## src/hw/misc_pin_pkg.sv

```systemverilog
// constants and types for the general pin configuration block
package misc_pin_pkg;

    // pins handled here: general pins 3, 4, 5 and 6
    localparam int PIN_COUNT = 4;
    localparam int CFG_W = 8;
    localparam int FIELD_W = 4;
    localparam int DATA_W = 32;
    localparam int ADDR_W = 12;

    // register indices; byte address is four times the index
    localparam logic [7:0] IDX_CFG34 = 8'h5a;
    localparam logic [7:0] IDX_CFG56 = 8'h5b;
    localparam logic [7:0] IDX_STATUS = 8'h60;
    localparam logic [7:0] IDX_IRQ_STAT = 8'h61;
    localparam logic [7:0] IDX_IRQ_MASK = 8'h62;
    localparam int IDX_LSB = 2;

    // power-on and suspend defaults
    // pins 3..4: pin 3 input, pin 4 output high
    localparam logic [7:0] CFG34_DEFAULT = 8'h90;
    // pins 5..6: pin 5 output high, pin 6 output low
    localparam logic [7:0] CFG56_DEFAULT = 8'h19;

    // axi response codes
    localparam logic [1:0] RESP_OKAY = 2'h0;
    localparam logic [1:0] RESP_SLVERR = 2'h2;

    // per-pin field, one nibble of a configuration register
    typedef struct packed {
        logic out_high;
        logic edge_mode;
        logic pol_high;
        logic is_out;
    } pin_cfg_t;

    // register selected by an address
    typedef enum logic [2:0] {
        SEL_CFG34 = 3'b000,
        SEL_CFG56 = 3'b001,
        SEL_STATUS = 3'b010,
        SEL_IRQ_STAT = 3'b011,
        SEL_IRQ_MASK = 3'b100,
        SEL_NONE = 3'b111
    } reg_sel_t;

    // pending write held until address and data are both in
    typedef struct packed {
        logic addr_ok;
        logic [ADDR_W-1:0] addr;
        logic data_ok;
        logic [DATA_W-1:0] data;
        logic [DATA_W/8-1:0] strb;
    } wr_hold_t;

endpackage

```

## src/hw/misc_pin_config_regs.sv

```systemverilog
// general pin configuration, status and interrupt logic
//
// Contract
// - pin 3 as output drives low for output bit 0, high for 1.
// - pin 3 becomes an input after reset and on suspend.
// - pin 4 direction bit 4 of first register: 0 input, 1 output.
// - pin 4 polarity bit 5: 0 low is asserted, 1 high is.
// - pin 4 sensing bit 6 at 0: status shows present assertion.
// - pin 4 sensing bit 6 at 1: status latches, read clears.
// - pin 4 as output drives low or high per output bit 7.
// - pin 4 defaults to output driving high after reset, suspend.
// - pin 5 direction bit 0 of second register: 0 in, 1 out.
// - pin 5 polarity bit 1: 0 low is asserted, 1 high is.
// - pin 5 sensing bit 2 at 0: status follows present assertion.
// - pin 5 sensing bit 2 at 1: status latches, read clears.
// - pin 5 output per bit 3; default output driving high.
// - pin 6 direction bit 4 of second register: 0 in, 1 out.
// - pin 6 polarity bit 5: 0 low is asserted, 1 high is.
// - pin 6 sensing bit 6 at 0: status shows present assertion.
// - pin 6 sensing bit 6 at 1: status latches until next read.
// - pin 6 output per bit 7; default output driving low.
//
// The AXI4-Lite slave port was chosen for this implementation.
`timescale 1ns/1ns
`default_nettype none

module misc_pin_config_regs #(
    parameter int PINS = misc_pin_pkg::PIN_COUNT
) (
    // clock, reset, enable
    input wire logic sys_clk,
    input wire logic rst_n,
    input wire logic ce,
    // power state
    input wire logic usb_suspend,
    // axi4-lite write address
    input wire logic [misc_pin_pkg::ADDR_W-1:0] s_axi_awaddr,
    input wire logic s_axi_awvalid,
    output logic s_axi_awready,
    // axi4-lite write data
    input wire logic [misc_pin_pkg::DATA_W-1:0] s_axi_wdata,
    input wire logic [misc_pin_pkg::DATA_W/8-1:0] s_axi_wstrb,
    input wire logic s_axi_wvalid,
    output logic s_axi_wready,
    // axi4-lite write response
    output logic [1:0] s_axi_bresp,
    output logic s_axi_bvalid,
    input wire logic s_axi_bready,
    // axi4-lite read address
    input wire logic [misc_pin_pkg::ADDR_W-1:0] s_axi_araddr,
    input wire logic s_axi_arvalid,
    output logic s_axi_arready,
    // axi4-lite read data
    output logic [misc_pin_pkg::DATA_W-1:0] s_axi_rdata,
    output logic [1:0] s_axi_rresp,
    output logic s_axi_rvalid,
    input wire logic s_axi_rready,
    // general pins 3..6, index 0 is pin 3
    input wire logic [PINS-1:0] pin_in,
    output logic [PINS-1:0] pin_out,
    output logic [PINS-1:0] pin_oe,
    // interrupt
    output logic irq
);

    // address decode shared by read and write
    function automatic misc_pin_pkg::reg_sel_t decode(
        input logic [misc_pin_pkg::ADDR_W-1:0] addr
    );
        logic [misc_pin_pkg::ADDR_W-1:0] base;
        base = addr >> misc_pin_pkg::IDX_LSB;
        if (addr[misc_pin_pkg::IDX_LSB-1:0] != '0) begin
            return misc_pin_pkg::SEL_NONE;
        end
        case (base)
            misc_pin_pkg::ADDR_W'(misc_pin_pkg::IDX_CFG34): begin
                return misc_pin_pkg::SEL_CFG34;
            end
            misc_pin_pkg::ADDR_W'(misc_pin_pkg::IDX_CFG56): begin
                return misc_pin_pkg::SEL_CFG56;
            end
            misc_pin_pkg::ADDR_W'(misc_pin_pkg::IDX_STATUS): begin
                return misc_pin_pkg::SEL_STATUS;
            end
            misc_pin_pkg::ADDR_W'(misc_pin_pkg::IDX_IRQ_STAT): begin
                return misc_pin_pkg::SEL_IRQ_STAT;
            end
            misc_pin_pkg::ADDR_W'(misc_pin_pkg::IDX_IRQ_MASK): begin
                return misc_pin_pkg::SEL_IRQ_MASK;
            end
            default: begin
                return misc_pin_pkg::SEL_NONE;
            end
        endcase
    endfunction

    // configuration registers
    logic [misc_pin_pkg::CFG_W-1:0] cfg34_r;
    logic [misc_pin_pkg::CFG_W-1:0] cfg56_r;
    misc_pin_pkg::pin_cfg_t cfg [PINS];

    // pin state
    logic [PINS-1:0] sync1_r;
    logic [PINS-1:0] sync2_r;
    logic [PINS-1:0] asserted;
    logic [PINS-1:0] asserted_d_r;
    logic [PINS-1:0] latch_r;
    logic [PINS-1:0] latch_nxt;
    logic [PINS-1:0] status;

    // interrupt registers
    logic [PINS-1:0] irq_stat_r;
    logic [PINS-1:0] irq_mask_r;
    logic [PINS-1:0] pin_event;

    // bus state
    misc_pin_pkg::wr_hold_t wr_r;
    logic bvalid_r;
    logic [1:0] bresp_r;
    logic rvalid_r;
    logic [1:0] rresp_r;
    logic [misc_pin_pkg::DATA_W-1:0] rdata_r;
    logic aw_fire;
    logic w_fire;
    logic ar_fire;
    logic do_write;
    misc_pin_pkg::reg_sel_t wr_sel;
    misc_pin_pkg::reg_sel_t rd_sel;
    logic wr_lane0;
    logic [misc_pin_pkg::CFG_W-1:0] wr_byte;
    logic status_read;
    logic [misc_pin_pkg::DATA_W-1:0] rd_word;

    // handshakes, frozen while ce is low
    assign s_axi_awready = ce && !wr_r.addr_ok && !bvalid_r;
    assign s_axi_wready = ce && !wr_r.data_ok && !bvalid_r;
    assign s_axi_arready = ce && !rvalid_r;
    assign aw_fire = s_axi_awvalid && s_axi_awready;
    assign w_fire = s_axi_wvalid && s_axi_wready;
    assign ar_fire = s_axi_arvalid && s_axi_arready;
    assign do_write = ce && wr_r.addr_ok && wr_r.data_ok && !bvalid_r;
    assign wr_sel = decode(wr_r.addr);
    assign rd_sel = decode(s_axi_araddr);
    assign wr_lane0 = wr_r.strb[0];
    assign wr_byte = wr_r.data[misc_pin_pkg::CFG_W-1:0];
    assign status_read = ar_fire && (rd_sel == misc_pin_pkg::SEL_STATUS);

    assign s_axi_bvalid = bvalid_r;
    assign s_axi_bresp = bresp_r;
    assign s_axi_rvalid = rvalid_r;
    assign s_axi_rresp = rresp_r;
    assign s_axi_rdata = rdata_r;

    // write address and data capture, either order
    always_ff @(posedge sys_clk) begin
        if (!rst_n) begin
            wr_r <= '0;
        end else if (ce) begin
            if (aw_fire) begin
                wr_r.addr_ok <= 1'b1;
                wr_r.addr <= s_axi_awaddr;
            end else if (do_write) begin
                wr_r.addr_ok <= 1'b0;
            end
            if (w_fire) begin
                wr_r.data_ok <= 1'b1;
                wr_r.data <= s_axi_wdata;
                wr_r.strb <= s_axi_wstrb;
            end else if (do_write) begin
                wr_r.data_ok <= 1'b0;
            end
        end
    end

    // write response
    always_ff @(posedge sys_clk) begin
        if (!rst_n) begin
            bvalid_r <= 1'b0;
            bresp_r <= misc_pin_pkg::RESP_OKAY;
        end else if (ce) begin
            if (do_write) begin
                bvalid_r <= 1'b1;
                if (wr_sel == misc_pin_pkg::SEL_NONE) begin
                    bresp_r <= misc_pin_pkg::RESP_SLVERR;
                end else begin
                    bresp_r <= misc_pin_pkg::RESP_OKAY;
                end
            end else if (s_axi_bready) begin
                bvalid_r <= 1'b0;
            end
        end
    end

    // configuration registers, defaults on reset and suspend
    always_ff @(posedge sys_clk) begin
        if (!rst_n) begin
            cfg34_r <= misc_pin_pkg::CFG34_DEFAULT;
            cfg56_r <= misc_pin_pkg::CFG56_DEFAULT;
        end else if (ce) begin
            if (usb_suspend) begin
                cfg34_r <= misc_pin_pkg::CFG34_DEFAULT;
                cfg56_r <= misc_pin_pkg::CFG56_DEFAULT;
            end else if (do_write && wr_lane0) begin
                if (wr_sel == misc_pin_pkg::SEL_CFG34) begin
                    cfg34_r <= wr_byte;
                end
                if (wr_sel == misc_pin_pkg::SEL_CFG56) begin
                    cfg56_r <= wr_byte;
                end
            end
        end
    end

    // nibble per pin: 3 and 4 from first, 5 and 6 from second
    assign cfg[0] = misc_pin_pkg::pin_cfg_t'(cfg34_r[3:0]);
    assign cfg[1] = misc_pin_pkg::pin_cfg_t'(cfg34_r[7:4]);
    assign cfg[2] = misc_pin_pkg::pin_cfg_t'(cfg56_r[3:0]);
    assign cfg[3] = misc_pin_pkg::pin_cfg_t'(cfg56_r[7:4]);

    // input synchroniser
    always_ff @(posedge sys_clk) begin
        if (!rst_n) begin
            sync1_r <= '0;
            sync2_r <= '0;
            asserted_d_r <= '0;
        end else if (ce) begin
            sync1_r <= pin_in;
            sync2_r <= sync1_r;
            asserted_d_r <= asserted;
        end
    end

    // per-pin polarity, sensing and drive
    for (genvar i = 0; i < PINS; i++) begin : g_pin
        // asserted when the level matches the polarity bit
        assign asserted[i] = (sync2_r[i] == cfg[i].pol_high);

        // edge latch holds until the status is read
        always_comb begin
            latch_nxt[i] = latch_r[i];
            if (status_read) begin
                latch_nxt[i] = 1'b0;
            end
            if (asserted[i]) begin
                latch_nxt[i] = 1'b1;
            end
        end

        // level or edge view
        assign status[i] = cfg[i].edge_mode ? latch_r[i] : asserted[i];

        // drive straight from the configuration flops
        assign pin_out[i] = cfg[i].out_high;
        assign pin_oe[i] = cfg[i].is_out;

        // new assertion raises an interrupt event
        assign pin_event[i] = asserted[i] && !asserted_d_r[i];
    end

    // edge latches
    always_ff @(posedge sys_clk) begin
        if (!rst_n) begin
            latch_r <= '0;
        end else if (ce) begin
            latch_r <= latch_nxt;
        end
    end

    // sticky interrupt status, write one to clear, set wins
    always_ff @(posedge sys_clk) begin
        if (!rst_n) begin
            irq_stat_r <= '0;
        end else if (ce) begin
            if (do_write && wr_lane0 &&
                wr_sel == misc_pin_pkg::SEL_IRQ_STAT) begin
                irq_stat_r <= (irq_stat_r & ~wr_byte[PINS-1:0])
                    | pin_event;
            end else begin
                irq_stat_r <= irq_stat_r | pin_event;
            end
        end
    end

    // interrupt mask, one enables the bit
    always_ff @(posedge sys_clk) begin
        if (!rst_n) begin
            irq_mask_r <= '0;
        end else if (ce) begin
            if (do_write && wr_lane0 &&
                wr_sel == misc_pin_pkg::SEL_IRQ_MASK) begin
                irq_mask_r <= wr_byte[PINS-1:0];
            end
        end
    end

    assign irq = |(irq_stat_r & irq_mask_r);

    // read mux
    always_comb begin
        rd_word = '0;
        case (rd_sel)
            misc_pin_pkg::SEL_CFG34: begin
                rd_word[misc_pin_pkg::CFG_W-1:0] = cfg34_r;
            end
            misc_pin_pkg::SEL_CFG56: begin
                rd_word[misc_pin_pkg::CFG_W-1:0] = cfg56_r;
            end
            misc_pin_pkg::SEL_STATUS: begin
                rd_word[PINS-1:0] = status;
            end
            misc_pin_pkg::SEL_IRQ_STAT: begin
                rd_word[PINS-1:0] = irq_stat_r;
            end
            misc_pin_pkg::SEL_IRQ_MASK: begin
                rd_word[PINS-1:0] = irq_mask_r;
            end
            default: begin
                rd_word = '0;
            end
        endcase
    end

    // read data and response
    always_ff @(posedge sys_clk) begin
        if (!rst_n) begin
            rvalid_r <= 1'b0;
            rresp_r <= misc_pin_pkg::RESP_OKAY;
            rdata_r <= '0;
        end else if (ce) begin
            if (ar_fire) begin
                rvalid_r <= 1'b1;
                rdata_r <= rd_word;
                if (rd_sel == misc_pin_pkg::SEL_NONE) begin
                    rresp_r <= misc_pin_pkg::RESP_SLVERR;
                end else begin
                    rresp_r <= misc_pin_pkg::RESP_OKAY;
                end
            end else if (s_axi_rready) begin
                rvalid_r <= 1'b0;
            end
        end
    end

endmodule

`default_nettype wire

```

## config.mk

```make
export PLATFORM = sky130hd
export DESIGN_NAME = misc_pin_config_regs
export DESIGN_NICKNAME = d
export VERILOG_FILES = /design/src/hw/misc_pin_pkg.sv /design/src/hw/misc_pin_config_regs.sv
export SDC_FILE = /design/constraint.sdc
export NUM_CORES = 1
export LEC_CHECK = 0
export BUFFER_PORTS_ARGS = -buffer_cell sky130_fd_sc_hd__clkbuf_2
export CAP_MARGIN = 25
export CORE_UTILIZATION = 50
export CTS_CLUSTER_SIZE = 10
export DETAILED_ROUTE_END_ITERATION = 6
export PLACE_DENSITY_LB_ADDON = 0.3
export SYNTH_ARGS = -nofsm -noshare
export SYNTH_HDL_FRONTEND = slang
export SYNTH_SLANG_ARGS = --single-unit
```

## constraint.sdc

```tcl
create_clock -name sys_clk -period 2.12 [get_ports sys_clk]
set_input_delay 0.636 -clock sys_clk [delete_from_list [all_inputs] [get_ports sys_clk]]
set_output_delay 0.636 -clock sys_clk [all_outputs]
set_load 0.05 [all_outputs]
```

==> results.txt, run 1 <==
* Met2 routing resource usage after global routing: 35.4%
* Count of pins over their slew limit: 0
* Global placer's final weighted congestion: 0.904
- Clock Latency Late Sink: 340 ps
* Gate count after technology mapping: 401
- CTS saw 75 sinks.
* Area grow syn2layout: 15.3%
* Final wirelength: 7.78 mm
* Timing-limited maximum frequency: 0.509 GHz
- Post-layout min period: 1970 ps
* Worst-path fanout max: 6
- Data arrives at the worst endpoint at 1330 ps.
- Clock-pin slew on the worst setup and hold paths: 70 ps
* Worst setup path category: input port to primary output
- Final global-route overflow total: 0
* Post-synthesis average cell area: 9.04 um^2
- 0 antenna diodes ended up in the layout.
- Sum of net half-perimeters after detailed placement: 5.83 mm
- Clock root buffer master: sky130_fd_sc_hd__clkbuf_8
* Type of the tightest min-delay check: flip-flop to flip-flop
- The die is 87.2 um tall.
* Via Count: 2981
- Traced cell by cell, the critical path runs through clkbuf_2 -> nor3b_2 -> clkbuf_2.
- Count of flip-flops with a built-in enable after synthesis: 0
- In this run the number of H-tree levels came out at 3.
- Post-route fraction of the period consumed by the critical path: 92.7%
- After clock tree synthesis, the repair step resized 0 gates.
- Vias per Instance: 5.21
- Fin Clk Skew: 7.99 ps
- 123 I/O pins were placed.
- Of the synthesized area, sequential elements account for 41.4%.
- Of the post-synthesis cell area, the dominant cell type holds 41.4%.
- Setup repair after global routing left no endpoint under its margin.
- In this run the deepest clock path goes through 2 buffers.
- Number of DRC markers in iteration 0: 98
- In the final timing run, aggregate negative setup slack is 0 ps.
- Commonest non-fill, non-tap cell in the layout: sky130_fd_sc_hd__nand2_1
- The largest single stage delay on the critical path is 320 ps.
- Post-synthesis register bit count: 75
- Worst slack after detailed placement: 62.8 ps
* Tot GR Track Use: 21.8%
* Total non-filler cell area in the finished layout: 4180 um^2
- Once detail routing completed, the nets flagged for antenna violations numbered 0.
- Summed over all cells, the static leakage comes to 1.80 nW.
- Synth unique cells: 54
* Total core area: 6910 um^2
- The worst-case IR drop observed on VDD is 0.436 mV.
- Critical path capture point type: primary output
* Setup ws final: 155 ps
- Commonest non-fill, non-tap cells in the layout: sky130_fd_sc_hd__nand2_1 (76), sky130_fd_sc_hd__dfxtp_1 (75), sky130_fd_sc_hd__clkbuf_2 (68)
- In this run, CTS created clock tree buffers numbering 9.
* Share of cells above drive strength 1: 25.0%
- Met1 track utilization from global routing: 27.9%
- Among all flip-flop cells after synthesis, the most frequent one is sky130_fd_sc_hd__dfxtp_1.
- Die Area: 7600 um^2
* Total design power: 2.83 mW
- The run finished with clean final reports.
- Summing every instance area after synthesis gives 3630 um^2.
- After detailed routing, the number of remaining DRC violations is 0.
* # port buffers: 69
- TritonCTS built the clock tree.
- Global-route wire length before repair: 12.8 mm
* Number of iterations in the first detailed-routing pass: 4
- Cell seen most often among critical-path stages: sky130_fd_sc_hd__clkbuf_2
* Startpoint class of the critical path: input port
- The number of failing hold endpoints at the final stage came to 0.
- Across the run, the number of max-cap violations was 0.
- Sorting the synthesized cells by area gives the leading types as sky130_fd_sc_hd__dfxtp_1 (41%), sky130_fd_sc_hd__nand2_1 (7.9%), sky130_fd_sc_hd__buf_4 (7.2%).
- After global routing, the most crowded layer is met2.
- The floorplan step set the die width to 87.2 um.
* Post-layout nets: 545
- In this run the cell area measured after placement is 4020 um^2.
- Initial cell density of the core: 52.5%
- Maximum number of pins on one net before global-route repair: 36
- Async set-or-reset flop fraction in the synthesized netlist: 0%
* Number of antenna violations at the first check in global routing: 0
- Of all cell types, the one taking the most synthesized area is sky130_fd_sc_hd__dfxtp_1.
- Critical-path cell with the highest stage delay: sky130_fd_sc_hd__clkbuf_2
- The floorplan has 30 rows.
- After clock tree synthesis, the setup repair step added 0 buffers.
* Fraction of met3 tracks used by global routing: 6.16%
- Setup violations remaining at the end of the flow were counted as 0.
- Worst EP required: 1480 ps
* Via count of the first global-routing pass: 2735
- The Yosys step of the flow raised 0 warnings.
- P per Cell Area: 678 nW/um^2
* DR WL/cell: 13.6 um
- Number of buffers added to fix hold violations after cts: 0
## registers in the layout (all words and copies together) (netlist names)
register,count
asserted_d_r,4
cfg34_r,8
cfg56_r,8
irq_mask_r,4
irq_stat_r,4
latch_r,4
s_axi_bresp,1
s_axi_bvalid,1
s_axi_rdata,8
s_axi_rresp,1
s_axi_rvalid,1
sync1_r,4
sync2_r,4
wr_byte,8
wr_lane0,1
wr_r,14
## final cells by class
| class | instances | area (um^2) |
|---|---|---|
| Clock buffer | 12 | 145 |
| Multi-Input combinational cell | 284 | 1850 |
| Tap cell | 96 | 120 |
| Timing Repair Buffer | 87 | 495 |
| Inverter | 15 | 56.3 |
| Fill cell | 657 | 2730 |
| Clock inverter | 3 | 15.0 |
| Sequential cell | 75 | 1500 |
## per-layer routing
layer	vias to the layer above	part of all wire (%)
met3	15	5.7
met2	99	46
met5	-	0
li1	1494	-
met4	0	1.7
met1	1373	46
## report_power, final
group          leakage [nW]  internal (mW)  switching, mW  total (mW)
Combinational          1.10          0.132          0.276       0.408
Sequential            0.612           1.46         0.0421        1.50
Clock                0.0860          0.445          0.478       0.923
## worst paths after layout
kind                            startpoint       endpoint  slack, ps  cells past startpoint
worst max-delay path                    ce  s_axi_awready        150                      3
worst min-delay path              wr_r[47]       wr_r[47]        470                      2
worst max register to register    wr_r[38]     cfg56_r[4]        320                      5
worst min register to register    wr_r[47]       wr_r[47]        470                      2
## critical path, delay by kind of cell
| family | cells | cell delay, ps |
|---|---|---|
| buf+inv | 2 | 450 |
| simple gates | 1 | 240 |
## synthesized netlist by cell type (3+ instances only)
master                     number
sky130_fd_sc_hd__o21ai_0        8
sky130_fd_sc_hd__a21boi_0      32
sky130_fd_sc_hd__nor2b_1       11
sky130_fd_sc_hd__nand3_1       10
sky130_fd_sc_hd__clkbuf_1      14
sky130_fd_sc_hd__a21oi_1        6
sky130_fd_sc_hd__and2_1         7
sky130_fd_sc_hd__a32oi_1        5
sky130_fd_sc_hd__o31a_1         4
sky130_fd_sc_hd__a221oi_1       4
sky130_fd_sc_hd__buf_4         35
sky130_fd_sc_hd__nor2_1         8
sky130_fd_sc_hd__nor4_4         3
sky130_fd_sc_hd__o21a_1         6
sky130_fd_sc_hd__dfxtp_1       75
sky130_fd_sc_hd__a31oi_1        3
sky130_fd_sc_hd__inv_1         15
sky130_fd_sc_hd__mux2i_1       16
sky130_fd_sc_hd__nand2_1       76
sky130_fd_sc_hd__and4b_1        4
sky130_fd_sc_hd__a32o_1        11
## stage by stage
step           util (%)  std cells  hold slack (ps)
2_1_floorplan         -        426              436
3_3_place_gp       58.2        557              448
3_5_place_dp       58.2        557              456
4_1_cts            60.5        572              467
5_1_grt            60.5        572              482
6_report           60.5        572              468
## cell families after synthesis
group	Yosys count	share of synthesized area (%)
compound gates	92	19.7
xor+xnor	4	0.966
buf+inv	67	10.6
flops	75	41.4
mux	16	4.42
other cells	1	0.103
simple gates	146	22.8
No activity file was read; power rests on OpenSTA's default activity.
==> run 2: changes to the inputs <==
--- a/config.mk
+++ b/config.mk
@@ -12,3 +12,3 @@
 export DETAILED_ROUTE_END_ITERATION = 6
-export PLACE_DENSITY_LB_ADDON = 0.3
+export PLACE_DENSITY = 0.85
 export SYNTH_ARGS = -nofsm -noshare
--- a/constraint.sdc
+++ b/constraint.sdc
@@ -3,2 +3,2 @@
 set_output_delay 0.636 -clock sys_clk [all_outputs]
-set_load 0.05 [all_outputs]
+set_load 0.02 [all_outputs]
==> results.txt, run 2 (synthesis results as in run 1) <==
- In this run the power spent charging and discharging nets is 729 uW.
- Setup violations remaining at the end of the flow were counted as 0.
- Initial cell density of the core: 52.5%
* Sum of net half-perimeters after detailed placement: 6.07 mm
- Internal Power: 2.14 mW
* Clock Latency Late Sink: 340 ps
- By startpoint and endpoint, the worst setup path is classified as input port to primary output.
- Using the TritonRoute via totals, the vias-per-cell ratio works out to 5.34.
* Clock root buffer master: sky130_fd_sc_hd__clkbuf_8
- The clock drives 75 sinks.
- In the final layout, the share of cells above drive strength 1 is 24.1%.
* Switching fraction of total power: 25.4%
* Final-layout setup total negative slack: 0 ps
* Number of endpoints with negative hold slack in the final report: 0
- The first global-routing pass estimated 13.1 mm of wire.
* CTS tree: yes
* # Post-CTS Setup Buffers: 0
- Number of clock buffers inserted by TritonCTS: 9
- Worst slack after detailed placement: 5.12 ps
- Leaving out fill and tap cells, the most frequent cell in the layout is sky130_fd_sc_hd__nand2_1.
- Once placement completed, the tool counted placed cells totaling 555.
- DRC violation count after routing: 0
- Relative to the synthesized area, the layout overhead comes to 14.7%.
* Startpoint class of the critical path: input port
- In this run the number of H-tree levels came out at 3.
- Row generation in the floorplan step produced 30 rows.
- After clock tree synthesis, the clock-pin slew on the worst setup and hold paths is 70 ps.
- Number of placed I/O pins: 123
- The first detailed-routing pass ran for 5 iterations.
- The count of pins over their slew limit was 0.
- Post-route fraction of the period consumed by the critical path: 91.5%
- Power spread over the standard cell area amounts to 691 nW/um^2.
- Setup ws final: 180 ps
* Number of antenna violations at the first check in global routing: 0
- Final instance count without filler cells: 569
- Number of buffers added to fix hold violations after cts: 0
- DR WL/cell: 14.2 um
* Reported leakage power: 1.79 nW
- Entering global routing, the biggest net connects 61 pins.
- The run finished with clean final reports.
* Global placer's final weighted congestion: 0.870
- Maxcap violations: 0
- The clock arrives with 6.90 ps of skew.
* Antenna diode count: 0
- Buffers placed on the I/O ports in this run total 69.
- Registers are responsible for 52.2% of the overall power.
- Peak ir drop on the vdd network: 0.450 mV
- Signal arrival time at the worst endpoint: 1300 ps
- Derived from the worst setup path, the maximum achievable clock frequency is 0.515 GHz.
- In the layout the commonest cells are sky130_fd_sc_hd__nand2_1 (76), sky130_fd_sc_hd__dfxtp_1 (75), sky130_fd_sc_hd__clkbuf_2 (69).
- Tot GR Track Use: 22.6%
* Via count of the first global-routing pass: 2801
- In this run, the number of DRC markers left after iteration 0 of detailed routing was 164.
- Part of the power in combinational logic: 11.3%
- Max clock buf depth: 2
- For the finished layout, the period the worst path requires is 1940 ps.
* Slew at the pin closest to its max-slew limit: 542 ps
* Critical path capture point type: primary output
- Post-layout nets: 543
- The register with the most flip-flops in the layout has 14 of them.
- Final global-route overflow total: 0
- Worst EP required: 1480 ps
* Antenna viol nets, final: 0
* Register with the most flip-flops: wr_r
- The path class of the tightest hold or removal check is flip-flop to flip-flop.
- Area after DPL: 3980 um^2
- After clock tree synthesis, the repair step resized 0 gates.
- The floorplan step defined a core boundary enclosing 6910 um^2.
- Clock group share of total power: 36.5%
- Max-slew headroom at the worst pin: 63.9%
- RSZ-0062 raised after global routing: no
- Final wirelength: 8.09 mm
- Via Count: 3038
- Die height: 87.2 um
- Measured along the x axis, the die boundary spans 87.2 um.
- Total non-filler cell area in the finished layout: 4160 um^2
* Worst-path fanout max: 6
- The floorplan step defined a die boundary enclosing 7600 um^2.
- Overall power consumption after layout is estimated at 2.87 mW.
run 2: cell types whose count changed in the layout (fill, tap and decap cells not counted):
| cell | previous run | this run |
|---|---|---|
| sky130_fd_sc_hd__clkbuf_2 | 68 | 69 |
| sky130_fd_sc_hd__buf_4 | 18 | 16 |
| sky130_fd_sc_hd__bufinv_16 | 0 | 1 |
| sky130_fd_sc_hd__clkinv_2 | 3 | 2 |
| sky130_fd_sc_hd__nor3b_1 | 0 | 2 |
| sky130_fd_sc_hd__nor3b_2 | 3 | 1 |
| sky130_fd_sc_hd__nor2_2 | 1 | 0 |
| sky130_fd_sc_hd__nor2_1 | 7 | 8 |
| sky130_fd_sc_hd__clkbuf_1 | 2 | 1 |
| sky130_fd_sc_hd__buf_12 | 1 | 0 |
run 2: final timing paths:
| kind | startpoint | endpoint | slack [ps] | cells past startpoint |
|---|---|---|---|---|
| hold / removal | wr_r[45] | wr_r[45] | 460 | 2 |
| setup reg to reg | wr_r[38] | cfg34_r[7] | 240 | 4 |
| setup / recovery | ce | s_axi_wready | 180 | 3 |
| hold reg to reg | wr_r[45] | wr_r[45] | 460 | 2 |
run 2: cell type report:
class                           instances  area [um^2]
Fill cell                             591         2750
Multi-Input combinational cell        284         1830
Sequential cell                        75         1500
Timing Repair Buffer                   85          465
Clock buffer                           11          141
Tap cell                               96          120
Inverter                               15         56.3
Clock inverter                          3         40.0
run 2: per-layer routing:
layer | track usage, % | part of all wire (%)
met1 | 29.0 | 45
met2 | 36.9 | 46
met3 | 4.45 | 7.1
met4 | 9.99 | 1.4
met5 | 0 | 0
run 2: per-stage QoR:
stage | hold WS, ps | util [%]
after floorplan | 436 | -
after global placement | 449 | 57.6
after detailed placement | 453 | 57.6
after CTS | 469 | 60.2
after global routing | 490 | 60.2
final | 464 | 60.2
run 2: power groups by stage:
stage          registers [mW]  clock network (mW)  logic, mW
2_1_floorplan            1.52                   0      0.248
3_3_place_gp             1.53                   0      0.313
3_5_place_dp             1.53                   0      0.323
4_1_cts                  1.50                1.07      0.324
5_1_grt                  1.50                1.12      0.361
6_report                 1.50                1.05      0.325
run 2: worst max-delay path: stages:
cell and delay, ps:
sky130_fd_sc_hd__clkbuf_2 130, sky130_fd_sc_hd__nor3b_1 310, sky130_fd_sc_hd__clkbuf_2 230
